===== config.mk =====
export PLATFORM = sky130hd
export DESIGN_NAME = twsea_core
export DESIGN_NICKNAME = d
export VERILOG_FILES = /design/src/twsea_pkg.sv /design/src/twsea_core.sv
export SDC_FILE = /design/constraint.sdc
export NUM_CORES = 1
export LEC_CHECK = 0
export BUFFER_PORTS_ARGS = -buffer_cell sky130_fd_sc_hd__buf_4
export CORE_UTILIZATION = 30
export CTS_CLUSTER_SIZE = 14
export DETAILED_ROUTE_END_ITERATION = 12
export GPL_ROUTABILITY_DRIVEN = 0
export SETUP_SLACK_MARGIN = 0.15
export SYNTH_ARGS = -nofsm -noshare
export SYNTH_HDL_FRONTEND = slang
export SYNTH_SLANG_ARGS = --single-unit

===== constraint.sdc =====
create_clock -name sys_clk_i -period 2.5 [get_ports sys_clk_i]
set_input_delay 0.25 -clock sys_clk_i [delete_from_list [all_inputs] [get_ports sys_clk_i]]
set_output_delay 0.25 -clock sys_clk_i [all_outputs]
set_load 0.01 [all_outputs]

===== src/twsea_pkg.sv =====
/*
  twsea_pkg: constants, register map, status codes and state
  encodings of the two-wire serial event and acknowledge logic.
  Assumes a 50 MHz system clock and an 8-bit register port.
*/
package twsea_pkg;
  // timing: one half period of the generated bus clock
  localparam int CLK_PERIOD_NS = 20;
  localparam int SCL_HALF_NS = 5000;
  localparam int SCL_HALF_CYC =
    (SCL_HALF_NS + CLK_PERIOD_NS - 1) / CLK_PERIOD_NS;
  localparam logic [8:0] HALF_LAST = 9'(SCL_HALF_CYC - 1);
  localparam logic [8:0] TM_RST = 9'h000;
  // register offsets
  localparam logic [2:0] A_CTRL = 3'h0;
  localparam logic [2:0] A_OWN = 3'h1;
  localparam logic [2:0] A_DATA = 3'h2;
  localparam logic [2:0] A_STAT = 3'h3;
  localparam logic [2:0] A_IST = 3'h4;
  localparam logic [2:0] A_IMSK = 3'h5;
  // control register bit positions
  localparam int C_EN = 0;
  localparam int C_ACK = 1;
  localparam int C_STO = 2;
  localparam int C_STA = 3;
  localparam int C_SI = 4;
  // own address register: general call enable in bit 0
  localparam int O_GC = 0;
  // interrupt status and mask bit positions
  localparam int I_EV = 0;
  localparam int I_ARB = 1;
  localparam int I_STOP = 2;
  // values after reset, plus last data bit and acknowledge bit counts
  localparam logic [7:0] BYTE_RST = 8'h00;
  localparam logic [2:0] IRQ_RST = 3'h0;
  localparam logic [3:0] BIT_RST = 4'h0;
  localparam logic [3:0] LAST_BIT = 4'h7;
  localparam logic [3:0] ACK_BIT = 4'h8;
  // status codes, shown in bits 7:3 of the status register
  localparam logic [4:0] S_START = 5'h01;
  localparam logic [4:0] S_RSTART = 5'h02;
  localparam logic [4:0] S_MT_SLA_ACK = 5'h03;
  localparam logic [4:0] S_MT_SLA_NAK = 5'h04;
  localparam logic [4:0] S_MT_DAT_ACK = 5'h05;
  localparam logic [4:0] S_MT_DAT_NAK = 5'h06;
  localparam logic [4:0] S_ARB = 5'h07;
  localparam logic [4:0] S_MR_SLA_ACK = 5'h08;
  localparam logic [4:0] S_MR_SLA_NAK = 5'h09;
  localparam logic [4:0] S_MR_DAT_ACK = 5'h0A;
  localparam logic [4:0] S_MR_DAT_NAK = 5'h0B;
  localparam logic [4:0] S_SR_SLA = 5'h0C;
  localparam logic [4:0] S_SR_GC = 5'h0E;
  localparam logic [4:0] S_SR_DAT_ACK = 5'h10;
  localparam logic [4:0] S_SR_DAT_NAK = 5'h11;
  localparam logic [4:0] S_GC_DAT_ACK = 5'h12;
  localparam logic [4:0] S_GC_DAT_NAK = 5'h13;
  localparam logic [4:0] S_STOP = 5'h14;
  localparam logic [4:0] S_ST_SLA = 5'h15;
  localparam logic [4:0] S_ST_DAT_ACK = 5'h17;
  localparam logic [4:0] S_ST_DAT_NAK = 5'h18;
  localparam logic [4:0] S_IDLE = 5'h1F;
  // master sequencer states
  typedef enum logic [7:0] {
    M_IDLE = 8'h01,
    M_STA = 8'h02,
    M_RUN = 8'h04,
    M_STOA = 8'h08,
    M_STOB = 8'h10,
    M_STOC = 8'h20,
    M_RSA = 8'h40,
    M_RSB = 8'h80
  } twsea_mst_t;
endpackage

===== src/twsea_core.sv =====
/*
  twsea_core: byte-level two-wire bus interface with serial event
  flag, clock hold, acknowledge control and master sequencer.
  Assumes open-drain pins resolved outside, an 8-bit register port
  with read data one cycle after the read strobe.
*/
// The register addresses and the address-and-strobe port were decided locally.
`timescale 1ns/1ps
module twsea_core (
  input wire logic sys_clk_i,
  input wire logic rst_i,
  input wire logic [2:0] reg_addr_i,
  input wire logic [7:0] reg_wdata_i,
  input wire logic reg_wr_i,
  input wire logic reg_rd_i,
  output logic [7:0] reg_rdata_o,
  input wire logic scl_i,
  output logic scl_o,
  output logic scl_oe_o,
  input wire logic sda_i,
  output logic sda_o,
  output logic sda_oe_o,
  output logic irq_o
);
  logic scl_m1_q, scl_m2_q, scl_p_q;
  logic sda_m1_q, sda_m2_q, sda_p_q;
  logic scl_rise, scl_fall, start_det, stop_det;
  logic en_q, ack_q, sto_q, sta_q;
  logic [7:0] own_q;
  logic [2:0] imsk_q, ist_q, ist_set, ist_clr;
  logic si_p_q, irq_q;
  logic [7:0] rdata_q, rd_val;
  logic si_q, busy_q, hold_q;
  logic [4:0] code_q;
  logic [7:0] data_q, shift_q;
  logic [3:0] bit_q;
  logic addr_ph_q, sel_q, mst_q, tx_q, arb_q;
  logic gc_q, hit_q, rx_ack_q, sda_low_q;
  twsea_pkg::twsea_mst_t st_q;
  logic [8:0] tm_q;
  logic scl_m_low_q, rs_q, rise_q;
  logic wr_ctrl, si_clr, tm_done, gen_start, own_start;
  logic start_ext, slave_rec, preempt, active;
  logic bit_fall, ack_begin, byte_end, fsm_sda_low, fsm_sda_rel;
  logic [1:0] addr_m;

  // address compare: bit 1 general call hit, bit 0 own address hit
  function automatic logic [1:0] addr_match(input logic [7:0] rx_b,
                                            input logic [7:0] own);
    logic [1:0] m;
    m[0] = (rx_b[7:1] == own[7:1]);
    m[1] = (rx_b == twsea_pkg::BYTE_RST) & own[twsea_pkg::O_GC];
    return m;
  endfunction

  // two-stage synchronisers plus one stage for edge detection
  always_ff @(posedge sys_clk_i or posedge rst_i) begin
    if (rst_i) begin
      scl_m1_q <= 1'b1;
      scl_m2_q <= 1'b1;
      scl_p_q <= 1'b1;
      sda_m1_q <= 1'b1;
      sda_m2_q <= 1'b1;
      sda_p_q <= 1'b1;
    end else begin
      scl_m1_q <= scl_i;
      scl_m2_q <= scl_m1_q;
      scl_p_q <= scl_m2_q;
      sda_m1_q <= sda_i;
      sda_m2_q <= sda_m1_q;
      sda_p_q <= sda_m2_q;
    end
  end

  // bus edges and conditions
  assign scl_rise = scl_m2_q & ~scl_p_q;
  assign scl_fall = ~scl_m2_q & scl_p_q;
  assign start_det = scl_m2_q & scl_p_q & sda_p_q & ~sda_m2_q;
  assign stop_det = scl_m2_q & scl_p_q & ~sda_p_q & sda_m2_q;

  // decode and sequencing terms
  assign wr_ctrl = reg_wr_i & (reg_addr_i == twsea_pkg::A_CTRL);
  assign si_clr = si_q & wr_ctrl & ~reg_wdata_i[twsea_pkg::C_SI];
  assign tm_done = (tm_q == twsea_pkg::HALF_LAST);
  assign own_start = (st_q == twsea_pkg::M_STA);
  assign gen_start = own_start & tm_done;
  assign start_ext = start_det & ~own_start;
  assign slave_rec = sto_q & ~mst_q & (st_q == twsea_pkg::M_IDLE);
  assign preempt = ~en_q | gen_start | start_ext | stop_det | slave_rec;
  assign active = addr_ph_q | sel_q | mst_q | arb_q;
  assign bit_fall = scl_fall & active & ~preempt;
  assign ack_begin = bit_fall & (bit_q == twsea_pkg::LAST_BIT);
  assign byte_end = bit_fall & (bit_q == twsea_pkg::ACK_BIT);
  assign addr_m = addr_match(shift_q, own_q);

  // control, own address and mask registers
  always_ff @(posedge sys_clk_i or posedge rst_i) begin
    if (rst_i) begin
      en_q <= 1'b0;
      ack_q <= 1'b0;
      sto_q <= 1'b0;
      sta_q <= 1'b0;
      own_q <= twsea_pkg::BYTE_RST;
      imsk_q <= twsea_pkg::IRQ_RST;
    end else begin
      if (wr_ctrl) begin
        en_q <= reg_wdata_i[twsea_pkg::C_EN];
        ack_q <= reg_wdata_i[twsea_pkg::C_ACK];
        sto_q <= reg_wdata_i[twsea_pkg::C_STO];
        sta_q <= reg_wdata_i[twsea_pkg::C_STA];
      end
      if (reg_wr_i && reg_addr_i == twsea_pkg::A_OWN)
        own_q <= reg_wdata_i;
      if (reg_wr_i && reg_addr_i == twsea_pkg::A_IMSK)
        imsk_q <= reg_wdata_i[2:0];
      // hardware clears win over a software write
      if (gen_start)
        sta_q <= 1'b0;
      if (stop_det | slave_rec)
        sto_q <= 1'b0;
    end
  end

  // bus busy between a START and a STOP
  always_ff @(posedge sys_clk_i or posedge rst_i) begin
    if (rst_i) begin
      busy_q <= 1'b0;
    end else if (start_det) begin
      busy_q <= 1'b1;
    end else if (stop_det) begin
      busy_q <= 1'b0;
    end
  end

  // a bit ends at the first fall after its rise; the fall that follows
  // a START carries no bit and must not be counted
  always_ff @(posedge sys_clk_i or posedge rst_i) begin
    if (rst_i) begin
      rise_q <= 1'b0;
    end else if (gen_start | start_ext | stop_det | bit_fall) begin
      rise_q <= 1'b0;
    end else if (scl_rise & active) begin
      rise_q <= 1'b1;
    end
  end

  // clock hold: engages once the line is already low
  always_ff @(posedge sys_clk_i or posedge rst_i) begin
    if (rst_i) begin
      hold_q <= 1'b0;
    end else begin
      hold_q <= en_q & si_q & (hold_q | ~scl_m2_q);
    end
  end

  // master sequencer: START, clocking, STOP and repeated START
  always_ff @(posedge sys_clk_i or posedge rst_i) begin
    if (rst_i) begin
      st_q <= twsea_pkg::M_IDLE;
      tm_q <= twsea_pkg::TM_RST;
      scl_m_low_q <= 1'b0;
      rs_q <= 1'b0;
    end else begin
      case (st_q)
        twsea_pkg::M_IDLE: begin
          scl_m_low_q <= 1'b0;
          tm_q <= twsea_pkg::TM_RST;
          if (en_q & sta_q & ~busy_q) begin
            st_q <= twsea_pkg::M_STA;
            rs_q <= 1'b0;
          end
        end
        twsea_pkg::M_STA: begin
          tm_q <= tm_q + 9'h001;
          if (tm_done) begin
            scl_m_low_q <= 1'b1;
            tm_q <= twsea_pkg::TM_RST;
            st_q <= twsea_pkg::M_RUN;
          end
        end
        twsea_pkg::M_RUN: begin
          if (~mst_q | ~en_q) begin
            st_q <= twsea_pkg::M_IDLE;
            scl_m_low_q <= 1'b0;
          end else if (scl_m_low_q) begin
            if (~tm_done) begin
              tm_q <= tm_q + 9'h001;
            end else if (~si_q) begin
              tm_q <= twsea_pkg::TM_RST;
              if (bit_q == twsea_pkg::BIT_RST && sto_q)
                st_q <= twsea_pkg::M_STOA;
              else if (bit_q == twsea_pkg::BIT_RST && sta_q)
                st_q <= twsea_pkg::M_RSA;
              else
                scl_m_low_q <= 1'b0;
            end
          end else if (~scl_m2_q) begin
            tm_q <= twsea_pkg::TM_RST; // stretched by a slave
          end else if (tm_done) begin
            scl_m_low_q <= 1'b1;
            tm_q <= twsea_pkg::TM_RST;
          end else begin
            tm_q <= tm_q + 9'h001;
          end
        end
        twsea_pkg::M_STOA, twsea_pkg::M_RSA: begin
          tm_q <= tm_q + 9'h001;
          if (tm_done) begin
            scl_m_low_q <= 1'b0;
            tm_q <= twsea_pkg::TM_RST;
            st_q <= (st_q == twsea_pkg::M_STOA) ? twsea_pkg::M_STOB
                                                 : twsea_pkg::M_RSB;
          end
        end
        twsea_pkg::M_STOB, twsea_pkg::M_RSB: begin
          if (~scl_m2_q) begin
            tm_q <= twsea_pkg::TM_RST;
          end else if (tm_done) begin
            tm_q <= twsea_pkg::TM_RST;
            rs_q <= (st_q == twsea_pkg::M_RSB);
            st_q <= (st_q == twsea_pkg::M_STOB) ? twsea_pkg::M_STOC
                                                 : twsea_pkg::M_STA;
          end else begin
            tm_q <= tm_q + 9'h001;
          end
        end
        twsea_pkg::M_STOC: begin
          tm_q <= tm_q + 9'h001; // bus free time
          if (tm_done)
            st_q <= twsea_pkg::M_IDLE;
        end
        default: begin
          st_q <= twsea_pkg::M_IDLE;
          scl_m_low_q <= 1'b0;
        end
      endcase
    end
  end

  // sequencer drive of the data line
  assign fsm_sda_low = (st_q == twsea_pkg::M_STA) |
                       (st_q == twsea_pkg::M_STOA) |
                       (st_q == twsea_pkg::M_STOB);
  assign fsm_sda_rel = (st_q == twsea_pkg::M_RSA) |
                       (st_q == twsea_pkg::M_RSB) |
                       (st_q == twsea_pkg::M_STOC); // stale bit no block

  // byte engine: shifting, acknowledge, event flag and status code
  always_ff @(posedge sys_clk_i or posedge rst_i) begin
    if (rst_i) begin
      si_q <= 1'b0;
      code_q <= twsea_pkg::S_IDLE;
      data_q <= twsea_pkg::BYTE_RST;
      shift_q <= twsea_pkg::BYTE_RST;
      bit_q <= twsea_pkg::BIT_RST;
      addr_ph_q <= 1'b0;
      sel_q <= 1'b0;
      mst_q <= 1'b0;
      tx_q <= 1'b0;
      arb_q <= 1'b0;
      gc_q <= 1'b0;
      hit_q <= 1'b0;
      rx_ack_q <= 1'b0;
      sda_low_q <= 1'b0;
    end else begin
      if (reg_wr_i && reg_addr_i == twsea_pkg::A_DATA)
        data_q <= reg_wdata_i;
      // software clear resumes the transfer; any set below wins
      if (si_clr) begin
        si_q <= 1'b0;
        code_q <= twsea_pkg::S_IDLE;
        if (tx_q) begin
          shift_q <= data_q;
          sda_low_q <= ~data_q[7];
        end
      end
      if (~en_q) begin
        addr_ph_q <= 1'b0;
        sel_q <= 1'b0;
        mst_q <= 1'b0;
        tx_q <= 1'b0;
        arb_q <= 1'b0;
        sda_low_q <= 1'b0;
        bit_q <= twsea_pkg::BIT_RST;
      end else if (gen_start) begin
        mst_q <= 1'b1;
        tx_q <= 1'b1;
        addr_ph_q <= 1'b1;
        sel_q <= 1'b0;
        bit_q <= twsea_pkg::BIT_RST;
        sda_low_q <= 1'b1;
        si_q <= 1'b1;
        code_q <= rs_q ? twsea_pkg::S_RSTART : twsea_pkg::S_START;
      end else if (start_ext | stop_det) begin
        if (sel_q) begin
          si_q <= 1'b1;
          code_q <= twsea_pkg::S_STOP;
        end
        addr_ph_q <= start_ext;
        sel_q <= 1'b0;
        mst_q <= 1'b0;
        tx_q <= 1'b0;
        arb_q <= 1'b0;
        sda_low_q <= 1'b0;
        bit_q <= twsea_pkg::BIT_RST;
      end else if (slave_rec) begin
        addr_ph_q <= 1'b0;
        sel_q <= 1'b0;
        tx_q <= 1'b0;
        sda_low_q <= 1'b0;
        bit_q <= twsea_pkg::BIT_RST;
      end else if (scl_rise & active) begin
        if (bit_q != twsea_pkg::ACK_BIT) begin
          shift_q <= {shift_q[6:0], sda_m2_q};
          if (mst_q & tx_q & ~sda_low_q & ~sda_m2_q & ~fsm_sda_low) begin
            arb_q <= 1'b1;
            mst_q <= 1'b0;
            tx_q <= 1'b0;
          end
        end else begin
          rx_ack_q <= ~sda_m2_q;
        end
      end else if (ack_begin) begin
        bit_q <= twsea_pkg::ACK_BIT;
        if (tx_q | arb_q) begin
          sda_low_q <= 1'b0;
        end else if (addr_ph_q & ~mst_q) begin
          hit_q <= ack_q & (|addr_m);
          gc_q <= ack_q & addr_m[1] & ~addr_m[0];
          sda_low_q <= ack_q & (|addr_m);
        end else begin
          sda_low_q <= ack_q;
        end
      end else if (byte_end) begin
        bit_q <= twsea_pkg::BIT_RST;
        sda_low_q <= 1'b0;
        if (arb_q) begin
          arb_q <= 1'b0;
          addr_ph_q <= 1'b0;
          si_q <= 1'b1;
          code_q <= twsea_pkg::S_ARB;
        end else if (mst_q & addr_ph_q) begin
          addr_ph_q <= 1'b0;
          tx_q <= ~shift_q[0];
          si_q <= 1'b1;
          if (shift_q[0])
            code_q <= rx_ack_q ? twsea_pkg::S_MR_SLA_ACK
                               : twsea_pkg::S_MR_SLA_NAK;
          else
            code_q <= rx_ack_q ? twsea_pkg::S_MT_SLA_ACK
                               : twsea_pkg::S_MT_SLA_NAK;
        end else if (mst_q) begin
          si_q <= 1'b1;
          if (~tx_q)
            data_q <= shift_q;
          if (tx_q)
            code_q <= rx_ack_q ? twsea_pkg::S_MT_DAT_ACK
                               : twsea_pkg::S_MT_DAT_NAK;
          else
            code_q <= rx_ack_q ? twsea_pkg::S_MR_DAT_ACK
                               : twsea_pkg::S_MR_DAT_NAK;
        end else if (addr_ph_q) begin
          addr_ph_q <= 1'b0;
          sel_q <= hit_q;
          tx_q <= hit_q & shift_q[0];
          if (hit_q) begin
            si_q <= 1'b1;
            code_q <= gc_q ? twsea_pkg::S_SR_GC :
                      shift_q[0] ? twsea_pkg::S_ST_SLA :
                      twsea_pkg::S_SR_SLA;
          end
        end else if (sel_q) begin
          si_q <= 1'b1;
          if (~tx_q)
            data_q <= shift_q;
          if (tx_q)
            code_q <= rx_ack_q ? twsea_pkg::S_ST_DAT_ACK
                               : twsea_pkg::S_ST_DAT_NAK;
          else if (gc_q)
            code_q <= rx_ack_q ? twsea_pkg::S_GC_DAT_ACK
                               : twsea_pkg::S_GC_DAT_NAK;
          else
            code_q <= rx_ack_q ? twsea_pkg::S_SR_DAT_ACK
                               : twsea_pkg::S_SR_DAT_NAK;
        end
      end else if (bit_fall & rise_q) begin
        bit_q <= bit_q + 4'h1; // next data bit
        if (tx_q)
          sda_low_q <= ~shift_q[7];
      end
    end
  end

  // interrupt status: set wins over write-one-to-clear
  assign ist_set = {stop_det & busy_q,
                    si_q & ~si_p_q & (code_q == twsea_pkg::S_ARB),
                    si_q & ~si_p_q};
  assign ist_clr = (reg_wr_i && reg_addr_i == twsea_pkg::A_IST) ?
                   reg_wdata_i[2:0] : twsea_pkg::IRQ_RST;
  always_ff @(posedge sys_clk_i or posedge rst_i) begin
    if (rst_i) begin
      ist_q <= twsea_pkg::IRQ_RST;
      si_p_q <= 1'b0;
      irq_q <= 1'b0;
    end else begin
      si_p_q <= si_q;
      ist_q <= (ist_q & ~ist_clr) | ist_set;
      irq_q <= |(ist_q & imsk_q);
    end
  end

  // read mux
  always_comb begin
    rd_val = twsea_pkg::BYTE_RST;
    case (reg_addr_i)
      twsea_pkg::A_CTRL: rd_val = {3'h0, si_q, sta_q, sto_q, ack_q, en_q};
      twsea_pkg::A_OWN: rd_val = own_q;
      twsea_pkg::A_DATA: rd_val = data_q;
      twsea_pkg::A_STAT: rd_val = {code_q, 3'h0};
      twsea_pkg::A_IST: rd_val = {5'h00, ist_q};
      twsea_pkg::A_IMSK: rd_val = {5'h00, imsk_q};
      default: rd_val = twsea_pkg::BYTE_RST;
    endcase
  end

  // read data stands only in the cycle after the strobe
  always_ff @(posedge sys_clk_i or posedge rst_i) begin
    if (rst_i) begin
      rdata_q <= twsea_pkg::BYTE_RST;
    end else begin
      rdata_q <= reg_rd_i ? rd_val : twsea_pkg::BYTE_RST;
    end
  end

  // pin and output drive
  assign reg_rdata_o = rdata_q;
  assign irq_o = irq_q;
  assign scl_o = 1'b0;
  assign sda_o = 1'b0;
  assign scl_oe_o = scl_m_low_q | hold_q;
  assign sda_oe_o = fsm_sda_low | (sda_low_q & ~fsm_sda_rel);
endmodule


==> flow_metrics.py, run 1 <==
metrics = {
    "outcome": {
        "status": "finished with violations",
        "violations": "negative setup slack",
    },
    "routing": {
        "dr_wl_met2_um": 7590,
        "met3WireLength_um": 768,
        "drtAntennaViolNets": 0,
        "top_layer": "met4",
        "via_per_inst": 5.47,
        "drt_wl_total_um": 16300,
        "via_count": 4968,
        "drtPass1Iterations": 5,
        "drt-initial-drc-count": 478,
        "drt-met1-wl_um": 7500,
        "wl_per_cell_um": 17.9,
        "route.detailed.drc": 0,
    },
    "floorplan": {
        "die_w_um": 138,
        "dieHeight_um": 138,
        "num_io_pins": 30,
        "core_area_mm2": 0.0181,
        "initial_core_util_pct": 30.7,
        "rows": 49,
        "dieArea_mm2": 0.0191,
    },
    "synth": {
        "syn_inst": 589,
        "ys_seq_area_share_pct": 41.2,
        "synthFlopType": "dfrtp_1",
        "syn_avg_cell_area_um2": 9.44,
        "yosys_warnings": 0,
        "ys_top_cells_by_count": "dfrtp_1, nor2_1, nand2_1, a21oi_1, o21ai_0",
        "synthTopCellsByArea": "dfrtp_1, dfstp_2, mux2i_1, mux2_2, nor2_1",
        "synth_seq_cells": 91,
        "syn_area_mm2": 0.00556,
        "synth.most_common_cell": "dfrtp_1",
        "synth_top_area_share_pct": 35.6,
        "yosysTopAreaCell": "dfrtp_1",
        "async_flop_share_pct": 100,
        "synth_edf_count": 0,
        "synth_cell_types": 80,
    },
    "critical_path": {
        "cp_max_fo": 4,
        "critPathKind": "reg2reg",
        "setup.worst_path.start_class": "flop",
        "crit_path_end_kind": "flop",
        "crit_required_ps": 2730,
        "crit_start": "st_q[7]",
        "timing.rr.start": "st_q[7]",
        "crit_arrival_ps": 2740,
    },
    "timing": {
        "grt_setup_unrepaired": "yes",
        "setup_viol": 2,
        "slew_violations": 0,
        "period_share_pct": 100,
        "whs_ps": 8.39,
        "setup_slack_ps": -10.2,
        "fmax_mhz": 398,
        "worst_pin_slew_ps": 705,
        "relSlewSlack_pct": 52.9,
        "fin_setup_tns_ps": -12.0,
        "layout_min_cycle_time_ps": 2510,
        "skew_ps": 10.5,
        "hold_viol": 0,
    },
    "clocking": {
        "clkSlewWorstSetupHoldPaths_ps": 70,
        "htree_levels": 3,
        "cts_buffers": 9,
        "clockRootBuffer": "clkbuf_16",
        "cts_tree": "built",
        "clock_sinks": 91,
        "clock_path_buffers": 2,
        "worstSkewPairLatency_ps": 350,
    },
    "placement": {
        "port_buffers": 27,
        "place_hpwl_um": 11700,
        "dp_slack_ps": -125,
        "place_area_mm2": 0.00649,
    },
    "cells_and_area": {
        "num-fill-cells": 1727,
        "fin_nets": 700,
        "n_antenna_cell": 0,
        "fin_util_pct": 39.8,
        "drive_gt1_share_pct": 35.1,
        "area_growth_pct": 29.6,
        "stdcell_area_mm2": 0.00720,
    },
    "min_path": {
        "hold_class": "in2async",
    },
    "global_route": {
        "grt_pass1_wl_um": 26500,
        "globalRouteOverflowTotal": 0,
        "antenna_found_initial": 0,
        "grt_use_total_pct": 17.5,
        "grt_max_degree": 43,
        "grt_pass1_vias": 4926,
    },
    "pwr": {
        "p_per_area_mw_per_mm2": 696,
        "p_leak_uw": 0.00296,
        "peakVddDrop_v": 0.000362,
    },
    "flow_run": {
        "drv_cap": 0,
    },
}
-- layout by cell type, fill, tap and decap left out, types with 10 or more instances in the layout --
cell	Yosys	routed
buf_4	3	93
dfrtp_1	79	79
nand2_1	45	43
nor2_1	54	41
mux2i_1	28	28
a21oi_1	39	27
o21ai_0	35	21
nand3_1	23	20
mux2_2	18	18
inv_1	18	17
o21ai_1	2	13
nor3_1	14	12
dfstp_2	12	12
a21oi_2	0	10
-- repair_timing --
item / 4_1_cts / 5_1_grt
endpoints found under the setup margin: 49 / 52
endpoints found under the hold margin: 2 / 0
gates resized for setup: 54 / 31
hold buffers: 2 / 0
pin swaps: 12 / 2
gates cloned: 1 / 0
setup buffers: 5 / 4
-- layer usage --
metal	track usage, %	vias up
met5	0	-
met1	23.6	2463
li1	-	2334
met4	7.10	0
met2	28.2	136
met3	2.74	35
-- kinds of logic after synthesis --
| group | share of synthesized area (%) |
|---|---|
| AOI/OAI and AO/OA | 18.0 |
| xor gates and xnor gates | 1.73 |
| adders and majority gates | 2.03 |
| buffers and inverters | 3.94 |
| DFF | 41.2 |
| muxes | 10.2 |
| other | 0.0675 |
| and+or+nand+nor | 22.8 |
-- layout make-up --
class	count	area, um2	share of cell area (%)
Tap cell	229	287	3.98
Clock inverter	4	26.3	0.365
Sequential cell	91	2290	31.8
Clock buffer	12	256	3.56
Multi-Input combinational cell	449	3420	47.5
Timing Repair Buffer	105	848	11.8
Inverter	18	71.3	0.990
-- final timing paths --
kind	to	slack, ps	cells after the start
min	gc_q	8	2
min reg2reg	sda_m2_q	360	0
min in group sys_clk_i	own_q[7]	140	2
max in group asynchronous	reg_rdata_o[0]	1750	3
max	bit_q[3]	-10	7
max reg2reg	bit_q[3]	-10	7
-- worst max-delay path, cell delays in order (launching register included) --
cell and delay (ps):
dfrtp_1 380, or4_4 590, or4_4 460, a2111o_2 420
nand2b_4 120, buf_6 120, o31ai_2 60, a22o_1 240
-- flip-flops by register name (all words and copies together), names as in the netlist, 3 cells and up --
signal,flops
bit_q,4
ist_q,3
own_q,8
tm_q,9
st_q,8
data_q,8
imsk_q,3
code_q,5
shift_q,8
reg_rdata_o,8
-- where the power goes --
group / leakage [uW] / total, uW / switching (uW) / internal [uW]
clock: 0.000139 / 1300 / 573 / 727
sequential: 0.00111 / 1960 / 261 / 1700
combinational: 0.00171 / 1760 / 898 / 858
-- through the flow --
stage	cells	total power (uW)
2_1_floorplan	590	2880
3_3_place_gp	880	3460
3_5_place_dp	880	3500
4_1_cts	904	4970
5_1_grt	908	5270
6_report	908	5010
(Power assumes the default switching activity.)
==> inputs of run 2 (changes only) <==
==> constraint.sdc (replaced) <==
create_clock -name sys_clk_i -period 2.5 [get_ports sys_clk_i]
set_input_delay 0.375 -clock sys_clk_i [delete_from_list [all_inputs] [get_ports sys_clk_i]]
set_output_delay 0.375 -clock sys_clk_i [all_outputs]
set_load 0.01 [all_outputs]
==> flow_metrics.py, run 2 (same netlist as run 1, synthesis figures left out) <==
metrics = {
    "critical_path": {
        "crit_slowest_cell": "or4_4",
        "reg2reg_slack_ps": -50,
        "critPathKind": "reg2reg",
        "critical_path.max_stage_delay_ps": 600,
        "setup.worst_path.end": "gc_q",
        "crit_path_end_kind": "flop",
        "crit_start": "st_q[6]",
        "crit_required_ps": 2750,
        "r2r.worst_path.cells": 6,
        "regToRegEndpoint": "gc_q",
        "crit_arrival_ps": 2790,
        "cpMostUsedCell": "or4_4",
        "timing.rr.start": "st_q[6]",
        "cp_cell_sequence": "or4_4 -> or4_4 -> a2111o_2 -> nand3_4 -> or3_4 -> mux2_4",
        "cp_max_fo": 4,
        "setup.worst_path.start_class": "flop",
    },
    "routing": {
        "via_count": 5223,
        "wl_per_cell_um": 18.7,
        "drtAntennaViolNets": 0,
        "route.detailed.drc": 0,
        "via_per_inst": 5.65,
        "drtPass1Iterations": 5,
        "drt-initial-drc-count": 628,
        "drt_wl_total_um": 17300,
    },
    "cells_and_area": {
        "stdcell_area_mm2": 0.00756,
        "area_growth_pct": 36.0,
        "final_cell_mix": "buf_4, dfrtp_1, nand2_1",
        "fin_nets": 717,
        "n_antenna_cell": 0,
        "layout_commonest_cell": "buf_4",
        "largest_reg_flops": 9,
        "drive_gt1_share_pct": 40.9,
        "num-fill-cells": 1675,
        "top_register": "tm_q",
    },
    "timing": {
        "setup_viol": 5,
        "period_share_pct": 102,
        "setup_slack_ps": -47.3,
        "relSlewSlack_pct": 54.6,
        "skew_ps": 11.8,
        "fin_setup_tns_ps": -158,
        "fmax_mhz": 393,
        "hold_viol": 0,
        "slew_violations": 0,
        "whs_ps": 9.79,
        "grt_setup_unrepaired": "yes",
        "layout_min_cycle_time_ps": 2550,
        "worst_pin_slew_ps": 675,
    },
    "floorplan": {
        "dieArea_mm2": 0.0191,
        "initial_core_util_pct": 30.7,
        "die_w_um": 138,
        "core_area_mm2": 0.0181,
        "rows": 49,
        "dieHeight_um": 138,
        "num_io_pins": 30,
    },
    "pwr": {
        "peakVddDrop_v": 0.000309,
        "fin_total_pwr_uw": 5270,
        "p_leak_uw": 0.00308,
        "p_per_area_mw_per_mm2": 697,
    },
    "global_route": {
        "grt_use_total_pct": 17.6,
        "globalRouteOverflowTotal": 0,
        "grt_max_degree": 78,
        "antenna_found_initial": 0,
        "grt_pass1_vias": 5011,
        "grt_pass1_wl_um": 26500,
    },
    "clocking": {
        "clockRootBuffer": "clkbuf_16",
        "clock_path_buffers": 2,
        "clkSlewWorstSetupHoldPaths_ps": 70,
        "htree_levels": 3,
        "clock_sinks": 91,
        "cts_tree": "built",
        "cts_buffers": 9,
        "worstSkewPairLatency_ps": 360,
    },
    "placement": {
        "place_hpwl_um": 11500,
        "port_buffers": 27,
        "dp_slack_ps": -86.4,
        "place_area_mm2": 0.00652,
    },
    "outcome": {
        "violations": "negative setup slack",
        "status": "finished with violations",
    },
    "flow_run": {
        "drv_cap": 0,
    },
    "min_path": {
        "hold_class": "in2async",
    },
}
run 2: timing repair:
action                                  4_1_cts  5_1_grt
cloned                                        1        2
resized for setup                            45       93
endpoints found under the setup margin       48       53
pin swaps                                    17       23
buffers inserted                              9       15
endpoints found under the hold margin         0        0
hold buffers                                  0        0
run 2: area by class of cell:
class                   instances  area, um2  share of cell area (%)
multi-input cells             450       3590                    47.5
well taps                     229        287                    3.79
flip-flops and latches         91       2290                    30.3
clock inverters                 6       40.0                   0.530
repair buffers                121       1050                    13.9
clock buffers                  10        229                    3.03
inverters                      18       71.3                   0.943
run 2: critical path, delay by kind of cell (launching register included):
family / cells / cell delay, ps
compound gates: 1 / 450
flops: 1 / 390
simple gates: 4 / 1310
mux: 1 / 290
run 2: per-layer routing:
layer	track usage (%)	share of wire (%)
met3	2.46	6.6
met1	23.6	42
met4	7.81	2.4
met2	28.3	49
met5	0	0
run 2: power breakdown:
part           switching [uW]  internal, uW  leakage [uW]
sequential                265          1700       0.00111
combinational            1020          1020       0.00183
clock                     599           674      0.000133
total                    1880          3390       0.00308
run 2: stage by stage:
step | util [%] | std cells
after floorplan | - | 590
after global placement | 36.0 | 882
after detailed placement | 36.0 | 882
after CTS | 39.1 | 908
after global routing | 41.8 | 925
final | 41.8 | 925
run 2: worst min-delay path by stage:
stage	end	cells after the start
4_1_cts	hit_q	2
6_report	hit_q	2
2_1_floorplan	scl_m2_q	0
5_1_grt	hit_q	2
3_3_place_gp	sda_m2_q	0
3_5_place_dp	scl_m2_q	0
